$ cat src/design/sdc_pkg.sv
// constants, timing counts and state types of the digital control timing core
// assumes a single 200 MHz clock; all times are turned into cycle counts here
package sdc_pkg;

    // clock rate
    localparam int SDC_CLK_MHZ = 200;

    // times as printed, in their own units
    localparam int SDC_WD_BASE_MS = 8;
    localparam int SDC_INT_PULSE_MS = 1;
    localparam int SDC_INT_SPACE_MS = 5;
    localparam int SDC_RST_FILT_US = 5;
    localparam int SDC_STUCK_HI_MS = 1;
    localparam int SDC_STUCK_LO_MS = 250;
    localparam int SDC_SPI_GAP_US = 10;

    // cycle counts derived from the times
    localparam int SDC_WD_BASE_CYC = SDC_WD_BASE_MS * 1000 * SDC_CLK_MHZ;
    localparam int SDC_INT_PULSE_CYC = SDC_INT_PULSE_MS * 1000 * SDC_CLK_MHZ;
    localparam int SDC_INT_SPACE_CYC = SDC_INT_SPACE_MS * 1000 * SDC_CLK_MHZ;
    localparam int SDC_RST_FILT_CYC = SDC_RST_FILT_US * SDC_CLK_MHZ;
    localparam int SDC_STUCK_HI_CYC = SDC_STUCK_HI_MS * 1000 * SDC_CLK_MHZ;
    localparam int SDC_STUCK_LO_CYC = SDC_STUCK_LO_MS * 1000 * SDC_CLK_MHZ;
    localparam int SDC_SPI_GAP_CYC = SDC_SPI_GAP_US * SDC_CLK_MHZ;

    // widths
    localparam int SDC_WD_CODE_W = 3;
    localparam int SDC_WD_CNT_W = 28;
    localparam int SDC_MS_CNT_W = 26;
    localparam int SDC_FILT_CNT_W = 10;
    localparam int SDC_GAP_CNT_W = 12;

    // reset values
    localparam logic SDC_LINE_RST_VAL = 1'b1;

    // interrupt pulse sequencer
    typedef enum logic [1:0] {
        SDC_INT_IDLE,
        SDC_INT_LOW,
        SDC_INT_GAP
    } sdc_int_state_t;

endpackage

$ cat src/design/sdc_core.sv
// digital control timing core: watchdog period, interrupt pulse sequencer,
// reset line filter with stuck detection, and spi inter-frame gap check
// assumes control inputs come from logic on clk; pins arrive unsynchronised
`timescale 1ns/1ps
`default_nettype none
// Contract
// - watchdog period is 8 ms shifted left by the 3-bit code, up to 1024 ms
// - each interrupt is a 1 ms low pulse on the open-drain interrupt line
// - interrupt pulse starts are at least 5 ms apart; later requests wait
// - reset line level is filtered; glitches shorter than the window are ignored
// - stuck high after 1 ms of driven low not followed; stuck low after 250 ms
module sdc_core
    import sdc_pkg::*;
#(
    parameter int WD_BASE_CYC = SDC_WD_BASE_CYC,
    parameter int INT_PULSE_CYC = SDC_INT_PULSE_CYC,
    parameter int INT_SPACE_CYC = SDC_INT_SPACE_CYC,
    parameter int STUCK_HI_CYC = SDC_STUCK_HI_CYC,
    parameter int STUCK_LO_CYC = SDC_STUCK_LO_CYC
) (
    input wire logic clk,
    input wire logic rst,
    input wire logic [SDC_WD_CODE_W-1:0] watchdog_period_code,
    input wire logic wd_service,
    output logic wd_timeout,
    input wire logic irq_event,
    output logic interrupt_request_n_o,
    output logic interrupt_request_n_oe,
    input wire logic reset_drive_req,
    input wire logic system_reset_line_n_i,
    output logic system_reset_line_n_o,
    output logic system_reset_line_n_oe,
    output logic reset_line_level,
    output logic reset_stuck_high,
    output logic reset_stuck_low,
    input wire logic spi_csn_n,
    output logic spi_gap_error
);
    import sdc_pkg::*;

    logic [SDC_WD_CNT_W-1:0] wd_cnt_q, wd_cnt_d;
    logic [SDC_WD_CNT_W-1:0] wd_period;
    logic wd_to_q, wd_to_d;
    sdc_int_state_t int_st_q, int_st_d;
    logic [SDC_MS_CNT_W-1:0] int_cnt_q, int_cnt_d;
    logic pend_q, pend_d;
    logic drv_q, drv_d;
    logic [SDC_MS_CNT_W-1:0] hi_cnt_q, hi_cnt_d;
    logic [SDC_MS_CNT_W-1:0] lo_cnt_q, lo_cnt_d;
    logic sthi_q, sthi_d;
    logic stlo_q, stlo_d;
    logic filt_level;
    logic csn_s1_q, csn_s2_q, csn_prev_q;
    logic [SDC_GAP_CNT_W-1:0] gap_cnt_q, gap_cnt_d;
    logic gap_err_q, gap_err_d;

    // reset line glitch filter
    sdc_pin_filter #(
        .FILT_CYC(SDC_RST_FILT_CYC)
    ) u_rst_filter (
        .clk(clk),
        .rst(rst),
        .pin_i(system_reset_line_n_i),
        .level_o(filt_level),
        .cnt_o()
    );

    // watchdog: period doubles per code step; service restarts the count
    assign wd_period = SDC_WD_CNT_W'(WD_BASE_CYC) << watchdog_period_code;
    always_comb begin
        wd_to_d = 1'b0;
        wd_cnt_d = wd_cnt_q + 1'b1;
        if (wd_service) begin
            wd_cnt_d = '0;
        end else if (wd_cnt_q >= wd_period - 1'b1) begin
            wd_cnt_d = '0;
            wd_to_d = 1'b1;
        end
    end

    // interrupt sequencer; one counter spans pulse and spacing from start
    always_comb begin
        int_st_d = int_st_q;
        int_cnt_d = int_cnt_q;
        pend_d = pend_q;
        case (int_st_q)
            SDC_INT_IDLE: begin
                if (pend_q) begin
                    int_st_d = SDC_INT_LOW;
                    int_cnt_d = '0;
                    pend_d = 1'b0;
                end
            end
            SDC_INT_LOW: begin
                int_cnt_d = int_cnt_q + 1'b1;
                if (int_cnt_q == SDC_MS_CNT_W'(INT_PULSE_CYC - 1)) begin
                    int_st_d = SDC_INT_GAP;
                end
            end
            SDC_INT_GAP: begin
                int_cnt_d = int_cnt_q + 1'b1;
                if (int_cnt_q == SDC_MS_CNT_W'(INT_SPACE_CYC - 1)) begin
                    int_st_d = SDC_INT_IDLE;
                    int_cnt_d = '0;
                end
            end
            default: begin
                int_st_d = SDC_INT_IDLE;
                int_cnt_d = '0;
            end
        endcase
        // a new event in the same cycle as the take-over is kept pending
        if (irq_event) begin
            pend_d = 1'b1;
        end
    end

    // reset line stuck detection; counts restart whenever the cause lapses
    always_comb begin
        drv_d = reset_drive_req;
        hi_cnt_d = '0;
        lo_cnt_d = '0;
        sthi_d = 1'b0;
        stlo_d = 1'b0;
        if (drv_q && filt_level) begin
            sthi_d = sthi_q;
            hi_cnt_d = hi_cnt_q;
            if (hi_cnt_q == SDC_MS_CNT_W'(STUCK_HI_CYC - 1)) begin
                sthi_d = 1'b1;
            end else begin
                hi_cnt_d = hi_cnt_q + 1'b1;
            end
        end
        // only low that nobody here drives counts toward stuck low
        if (!drv_q && !filt_level) begin
            stlo_d = stlo_q;
            lo_cnt_d = lo_cnt_q;
            if (lo_cnt_q == SDC_MS_CNT_W'(STUCK_LO_CYC - 1)) begin
                stlo_d = 1'b1;
            end else begin
                lo_cnt_d = lo_cnt_q + 1'b1;
            end
        end
    end

    // spi gap: count synchronised high time, judge at each frame start
    always_comb begin
        gap_err_d = 1'b0;
        gap_cnt_d = gap_cnt_q;
        if (csn_s2_q) begin
            if (gap_cnt_q != SDC_GAP_CNT_W'(SDC_SPI_GAP_CYC)) begin
                gap_cnt_d = gap_cnt_q + 1'b1;
            end
        end else begin
            gap_cnt_d = '0;
            // frame start with too short an idle; sync delays cancel out
            if (csn_prev_q && gap_cnt_q < SDC_GAP_CNT_W'(SDC_SPI_GAP_CYC)) begin
                gap_err_d = 1'b1;
            end
        end
    end

    // all state registers
    always_ff @(posedge clk or posedge rst) begin
        if (rst) begin
            wd_cnt_q <= '0;
            wd_to_q <= 1'b0;
            int_st_q <= SDC_INT_IDLE;
            int_cnt_q <= '0;
            pend_q <= 1'b0;
            drv_q <= 1'b0;
            hi_cnt_q <= '0;
            lo_cnt_q <= '0;
            sthi_q <= 1'b0;
            stlo_q <= 1'b0;
            csn_s1_q <= SDC_LINE_RST_VAL;
            csn_s2_q <= SDC_LINE_RST_VAL;
            csn_prev_q <= SDC_LINE_RST_VAL;
            gap_cnt_q <= SDC_GAP_CNT_W'(SDC_SPI_GAP_CYC); // first frame is fine
            gap_err_q <= 1'b0;
        end else begin
            wd_cnt_q <= wd_cnt_d;
            wd_to_q <= wd_to_d;
            int_st_q <= int_st_d;
            int_cnt_q <= int_cnt_d;
            pend_q <= pend_d;
            drv_q <= drv_d;
            hi_cnt_q <= hi_cnt_d;
            lo_cnt_q <= lo_cnt_d;
            sthi_q <= sthi_d;
            stlo_q <= stlo_d;
            csn_s1_q <= spi_csn_n;
            csn_s2_q <= csn_s1_q;
            csn_prev_q <= csn_s2_q;
            gap_cnt_q <= gap_cnt_d;
            gap_err_q <= gap_err_d;
        end
    end

    // outputs: open-drain lines only ever pull low
    assign wd_timeout = wd_to_q;
    assign interrupt_request_n_o = 1'b0;
    assign interrupt_request_n_oe = (int_st_q == SDC_INT_LOW);
    assign system_reset_line_n_o = 1'b0;
    assign system_reset_line_n_oe = drv_q;
    assign reset_line_level = filt_level;
    assign reset_stuck_high = sthi_q;
    assign reset_stuck_low = stlo_q;
    assign spi_gap_error = gap_err_q;

    AST_WD_EXPIRE: assert property (@(posedge clk) disable iff (rst)
        wd_to_q |-> $past(wd_cnt_q) == wd_period - 1'b1 && wd_cnt_q == '0)
        else $error("watchdog expired off its selected period");

    AST_INT_PULSE_LEN: assert property (@(posedge clk) disable iff (rst)
        $fell(interrupt_request_n_oe) |-> $past(int_cnt_q) == SDC_MS_CNT_W'(INT_PULSE_CYC - 1))
        else $error("interrupt low pulse has the wrong length");

    AST_INT_SPACING: assert property (@(posedge clk) disable iff (rst)
        $rose(interrupt_request_n_oe) && $past(int_st_q) == SDC_INT_IDLE
        |-> $past(int_st_q, 2) != SDC_INT_GAP || $past(int_cnt_q, 2) ==
            SDC_MS_CNT_W'(INT_SPACE_CYC - 1))
        else $error("interrupt pulses closer than the minimum spacing");

    AST_INT_HELD: assert property (@(posedge clk) disable iff (rst)
        irq_event && int_st_q != SDC_INT_IDLE |=> pend_q)
        else $error("interrupt request lost while spacing ran");

    AST_STUCK_HIGH: assert property (@(posedge clk) disable iff (rst)
        $rose(sthi_q) |-> $past(hi_cnt_q) == SDC_MS_CNT_W'(STUCK_HI_CYC - 1) && $past(drv_q))
        else $error("stuck high flagged without the full timeout");

    AST_STUCK_LOW: assert property (@(posedge clk) disable iff (rst)
        $rose(stlo_q) |-> $past(lo_cnt_q) == SDC_MS_CNT_W'(STUCK_LO_CYC - 1) && !$past(filt_level))
        else $error("stuck low flagged without the full timeout");

    AST_SPI_GAP: assert property (@(posedge clk) disable iff (rst)
        gap_err_q |-> $past(gap_cnt_q) < SDC_GAP_CNT_W'(SDC_SPI_GAP_CYC) && !$past(csn_s2_q)
            && $past(csn_prev_q))
        else $error("gap error raised on a long enough idle");

endmodule
`default_nettype wire

$ cat src/design/sdc_pin_filter.sv
// glitch filter for an asynchronous pin: two-flop synchroniser, then a
// level that only moves after the new value held for FILT_CYC cycles
// assumes the pin idles high, as an open-drain line with pull-up does
`timescale 1ns/1ps
`default_nettype none
module sdc_pin_filter
    import sdc_pkg::*;
#(
    parameter int FILT_CYC = SDC_RST_FILT_CYC
) (
    input wire logic clk,
    input wire logic rst,
    input wire logic pin_i,
    output logic level_o,
    output logic [SDC_FILT_CNT_W-1:0] cnt_o
);
    logic sync1_q;
    logic sync2_q;
    logic level_q;
    logic level_d;
    logic [SDC_FILT_CNT_W-1:0] cnt_q;
    logic [SDC_FILT_CNT_W-1:0] cnt_d;

    // next level: a differing sample must persist, any agreement restarts
    always_comb begin
        level_d = level_q;
        cnt_d = '0;
        if (sync2_q != level_q) begin
            if (cnt_q == SDC_FILT_CNT_W'(FILT_CYC - 1)) begin
                level_d = sync2_q;
            end else begin
                cnt_d = cnt_q + 1'b1;
            end
        end
    end

    // first flop feeds only the second
    always_ff @(posedge clk or posedge rst) begin
        if (rst) begin
            sync1_q <= SDC_LINE_RST_VAL;
            sync2_q <= SDC_LINE_RST_VAL;
            level_q <= SDC_LINE_RST_VAL;
            cnt_q <= '0;
        end else begin
            sync1_q <= pin_i;
            sync2_q <= sync1_q;
            level_q <= level_d;
            cnt_q <= cnt_d;
        end
    end

    assign level_o = level_q;
    assign cnt_o = cnt_q;

    // the level only flips after a full window of the new value
    AST_FILT_WINDOW: assert property (@(posedge clk) disable iff (rst)
        (level_q != level_d) |-> (cnt_q == SDC_FILT_CNT_W'(FILT_CYC - 1)) && (sync2_q == level_d))
        else $error("filtered level moved before the window elapsed");

endmodule
`default_nettype wire

$ cat config.mk
export PLATFORM = sky130hd
export DESIGN_NAME = sdc_core
export DESIGN_NICKNAME = d
export VERILOG_FILES = /design/src/design/sdc_pkg.sv /design/src/design/sdc_core.sv /design/src/design/sdc_pin_filter.sv
export SDC_FILE = /design/constraint.sdc
export NUM_CORES = 1
export LEC_CHECK = 0
export BUFFER_PORTS_ARGS = -buffer_cell sky130_fd_sc_hd__buf_2
export CAP_MARGIN = 20
export CORE_MARGIN = 2
export CORE_UTILIZATION = 48
export DETAILED_ROUTE_END_ITERATION = 7
export MAX_ROUTING_LAYER = met4
export PLACE_DENSITY_LB_ADDON = 0.1
export SLEW_MARGIN = 20
export SYNTH_ARGS = -nofsm -noshare
export SYNTH_HDL_FRONTEND = slang
export SYNTH_SLANG_ARGS = --single-unit
$ cat constraint.sdc
create_clock -name clk -period 3.89 [get_ports clk]
set_input_delay 0.1945 -clock clk [delete_from_list [all_inputs] [get_ports clk]]
set_output_delay 0.1945 -clock clk [all_outputs]
set_load 0.02 [all_outputs]
# Yosys cells after proc, flatten, opt, wreduce, memory -nomap -nowiden
# Cells that the tools add are included.
# W data, S select, Z words.
[totals]
output_inout_bits = 9
ff_bits = 142
input_bits = 10
[op_classes]
shift = 1
n_reduce_logical = 9
order_cmp = 2
n_mux = 27
eq_ne = 17
add_sub_neg = 7
[ops]
columns = ["op", "n"]
rows = [
  ["$mux W26", 6],
  ["$add A26 B1 Y26 const B", 3],
  ["$pmux W26 S3", 1],
  ["$mux W28", 2],
  ["$eq A26 B18 Y1 const B", 2],
  ["$add A28 B1 Y28 const B", 1],
  ["$ge A28 B28 Y1", 1],
  ["$shl A21 B3 Y28 const A", 1],
  ["$sub A28 B1 Y28 const B", 1],
  ["$eq A26 B20 Y1 const B", 1],
  ["$eq A26 B26 Y1 const B", 1],
  ["$mux W12", 2],
  ["$mux W10", 2],
  ["$add A12 B1 Y12 const B", 1],
  ["$lt A12 B11 Y1 const B", 1],
  ["$ne A12 B11 Y1 const B", 1],
  ["$add A10 B1 Y10 const B", 1],
  ["$eq A10 B10 Y1 const B", 1],
  ["$mux W1", 10],
  ["$ne A2 B1 Y1 const B", 4],
  ["$ne A2 B2 Y1 const B", 4],
  ["$mux W2", 3],
  ["$pmux W2 S3", 1],
  ["$logic_and A1 B1 Y1", 3],
  ["other kinds (8)", 9],
]

# Logic depth before layout (Yosys ltp)
[logic_depth]
depth_word = 5
depth_mapped = 14
ltp_nobuf = 12

# Cells and area by module
# A second synthesis with hierarchy kept.
[hier_totals]
cells_unflattened = 870
hier_area_um2 = 8071.5
[by_module_without_submodules]
columns = ["mod", "seq_area_each_um2", "instances", "cells_each", "area_per_inst_um2"]
rows = [
  ["sdc_core", 3239.4, 1, 811, 7442.1],
  ["sdc_pin_filter", 329.1, 1, 59, 629.4],
]

# Worst setup path before layout
# Ideal clock, no wire load.
[synth_path]
path_kind = "input to register"
from = "in watchdog_period_code[1]"
to = "reg wd_cnt_q[19]"
setup_ns = 0.132
setup_slack_ns = 1.293
path_buffers = 2
cell_stages = 12
t_arrival_ns = 2.466
path_cell_list = "inv_1 > ha_1 > clkbuf_1 > nand2_1 > a21boi_0 > ha_1 > nand4_1 > nor4_1 > o311ai_0 > nand4b_1 > clkbuf_1 > nor2_1"
[synth_via]
elab_chain_len = 5
[synth_rtl]
columns = ["element", "line", "text"]
rows = [
  ["start: declaration", "sdc_core.sv:23", "input wire logic [SDC_WD_CODE_W-1:0] watchdog_period_code,"],
  ["$shl A21 B3 Y28", "sdc_core.sv:69", "assign wd_period = SDC_WD_CNT_W'(WD_BASE_CYC) << watchdog_period_code;"],
  ["$sub A28 B1 Y28", "sdc_core.sv:75", "end else if (wd_cnt_q >= wd_period - 1'b1) begin"],
  ["$ge A28 B28 Y1", "sdc_core.sv:75", ""],
  ["$mux W28", "sdc_core.sv:75", ""],
  ["$mux W28", "sdc_core.sv:73", "if (wd_service) begin"],
  ["net wd_cnt_d[19]", "sdc_core.sv:41", "logic [SDC_WD_CNT_W-1:0] wd_cnt_q, wd_cnt_d;"],
  ["end signal: assignment", "sdc_core.sv:182", "wd_cnt_q <= wd_cnt_d;"],
  ["end: declaration", "sdc_core.sv:41", ""],
]
# The timed path passes the listed nets, and every way through them passes these cells.
# A chain may end at the register's enable or synchronous reset.

# Final worst setup path
[layout_path]
from = "in watchdog_period_code[1]"
to = "reg wd_cnt_q[10]"
# Same word-level chain as after synthesis.

==> metrics <==
outcome=finished clean; WP data arrival=between 2000 and 3000 ps; Max VDD drop=between 300 and 400 uV; post-synthesis cell area=7810 um^2; setup TNS=0 ps; Avg Cell Area, Syn=approximately 9.4 um^2; Avg Vias per Cell=5.56; DP Area=~8100 um^2; Total GRT Usage=19.8%; Clock Tree Root=clkbuf_16; max_slew headroom=29.2%; cell family with most CP delay=simple AND/OR/NAND/NOR gates; Yosys warnings=0; layout cells sized above 1=8.37%; CP dominant cell by count=ha_1; number of top-level pins=19; Final Hold Fails=0; vias in the first global route=between 5k and 6k; row cnt=46; die width=approximately 130 um; clock slew at reported path FFs=60 ps; Antenna diodes=0; initial antenna violation count=0; Setup-failing EPs final=0; CTS buffer count=17; largest net degree at the start of global routing=95; final wirelength=~16 mm; final period utilization=65.9%; First-pass DRT Iterations=4; worst skew pair latency=420 ps; most frequent cells in the layout=dfrtp_1 (130), nor2_1 (128), nand2_1 (67), xor2_1 (62), nand4_1 (46); vias=between 5k and 6k; Antenna Nets Post-Route=0; crit path capture type=flop; Synth Register Bits=between 100 and 150; Initial Util=roughly 50%; first-pass GRT wire length=between 20 and 30 mm; Max Cap Viol=0; crit-path max cell delay=between 300 and 400 ps; CTS Buffer Depth=2; Slew Limit Fails=0; hold_ws=around 360 ps; Slowest-stage cell, CP=nor4_1; fill cell count=1448; Worst Path Required=around 4200 ps; Worst Path Buf+Inv=3; grt ovf=0; CTS tree=done; Post-Synthesis Cells=827; Routed WL per cell=between 10 and 15 um; htree depth=4; PortBufs=16; CTS resizes=0; PwrDens=approximately 420 nW/um^2; Post-synth EDFFs=0; worst-path maximum fanout=24; Slew @ Worst Pin=1050 ps; die area=~17000 um^2; post-DP HPWL=around 11 mm; initial detailed-routing violation count=about 350; Worst setup SP type=primary input; minimum clock period=between 2000 and 3000 ps; leak pwr=just under 4 nW; Clock Sinks=142; CP cell instances=buf_2 -> inv_1 -> ha_1 -> nand2_1 -> a21boi_0 -> ha_1 -> nand4_1 -> nor4_1 -> o311ai_0 -> nand4b_1 -> buf_4 -> nor2_1; ys flop type=dfrtp_1; GPL Wtd Cong=around 0.84; Die H=around 130 um; drt drc=0; Netlist cell types=58; Setup Crit Path Kind=primary input to flop; Hold Crit Class=flop to flop; Seq/Total Area, Yosys=between 40% and 50%; Area growth syn-to-layout=12.3%; post-route cell area=8770 um^2; most common cell after layout, fill and taps aside=dfrtp_1; Core Region=around 16000 um^2; RSZ-0062 raised after global routing=false; Async S/R FF share, synth=100%; NumNets Final=about 890; overall power=around 0.0036 W; Final Skew=7.51 ps; Fmax achieved=roughly 0.39 GHz
[cells in the mapped netlist (20+ instances only)]
cell | count | area share (%)
dfrtp_1 | 130 | 42
nor2_1 | 128 | 6.1
nand2_1 | 67 | 3.2
xor2_1 | 62 | 7.0
nand4_1 | 46 | 3.7
nand3_1 | 44 | 2.8
ha_1 | 37 | 5.9
xnor2_1 | 28 | 3.1
inv_1 | 25 | 1.2
a21oi_1 | 23 | 1.5
and3_1 | 20 | 1.6
o21ai_0 | 20 | 1.3
[path summary, 6_finish.rpt]
path / from / to / slack [ps] / cells after the start
max: watchdog_period_code[1] / wd_cnt_q[10] / 1330 / 12
min: u_rst_filter.sync1_q / u_rst_filter.sync2_q / 360 / 0
min reg2reg: u_rst_filter.sync1_q / u_rst_filter.sync2_q / 360 / 0
max reg2reg: int_cnt_q[0] / int_cnt_q[2] / 1360 / 6
min in group asynchronous: rst / lo_cnt_q[22] / 430 / 3
max in group asynchronous: rst / gap_cnt_q[4] / 2540 / 4
[state kept, by name, summed over array words and instances, names as in the netlist]
register and flops:
lo_cnt_q 26, gap_cnt_q 12, hi_cnt_q 26, csn_prev_q 1, u_rst_filter.level_o 1, system_reset_line_n_oe 1
int_cnt_q 26, spi_gap_error 1, csn_s2_q 1, csn_s1_q 1, pend_q 1, int_st_q 2
wd_timeout 1, wd_cnt_q 28, reset_stuck_low 1, u_rst_filter.sync2_q 1, reset_stuck_high 1, u_rst_filter.sync1_q 1
u_rst_filter.cnt_o 10
[kinds of logic after synthesis]
| family | count (synthesis) | share of synthesized area (%) |
|---|---|---|
| AND/OR/NAND/NOR | 406 | 26.5 |
| adder cells (fa/ha/maj) | 37 | 5.93 |
| buffers and inverters | 51 | 2.96 |
| AO/OA/AOI/OAI | 92 | 7.80 |
| multiplexers | 8 | 1.04 |
| other | 1 | 0.0480 |
| flip-flops | 142 | 45.7 |
| XOR/XNOR | 90 | 10.1 |
[per-layer routing]
| layer | vias to the layer above | routed length [um] | GRT usage, % |
|---|---|---|---|
| met5 | - | 0 | - |
| met4 | 0 | 208 | 6.58 |
| met3 | 19 | 435 | 3.70 |
| met2 | 85 | 7520 | 31.2 |
| met1 | 2928 | 7520 | 25.9 |
| li1 | 2953 | - | - |
[per-stage QoR]
| step | setup WS, ps | utilization (%) | cells |
|---|---|---|---|
| finish | 1330 | 55.2 | 1076 |
| global route | 1060 | 55.2 | 1076 |
| CTS | 1350 | 54.9 | 1074 |
| detailed placement | 905 | 50.8 | 1037 |
| global placement | 1050 | 50.8 | 1037 |
| floorplan | 1290 | - | 828 |
[timing repair]
action	4_1_cts	5_1_grt
endpoints found under the setup margin	0	0
hold buffers	5	1
buffers inserted	0	0
hold endpoints to repair	5	24
[area by class of cell]
type | instances | area (um^2) | area share [%]
Timing Repair Buffer | 26 | 203 | 2.31
Multi-Input combinational cell | 635 | 4020 | 45.9
Sequential cell | 142 | 3570 | 40.7
Clock inverter | 10 | 135 | 1.54
Clock buffer | 22 | 474 | 5.41
Inverter | 25 | 97.6 | 1.11
Tap cell | 216 | 270 | 3.08
[where the power goes]
part           internal [W]  switching [W]
logic              0.000142       0.000270
clock network       0.00106       0.000634
registers           0.00151      0.0000315
total               0.00271       0.000935
Power figures use the tool's default switching activity.
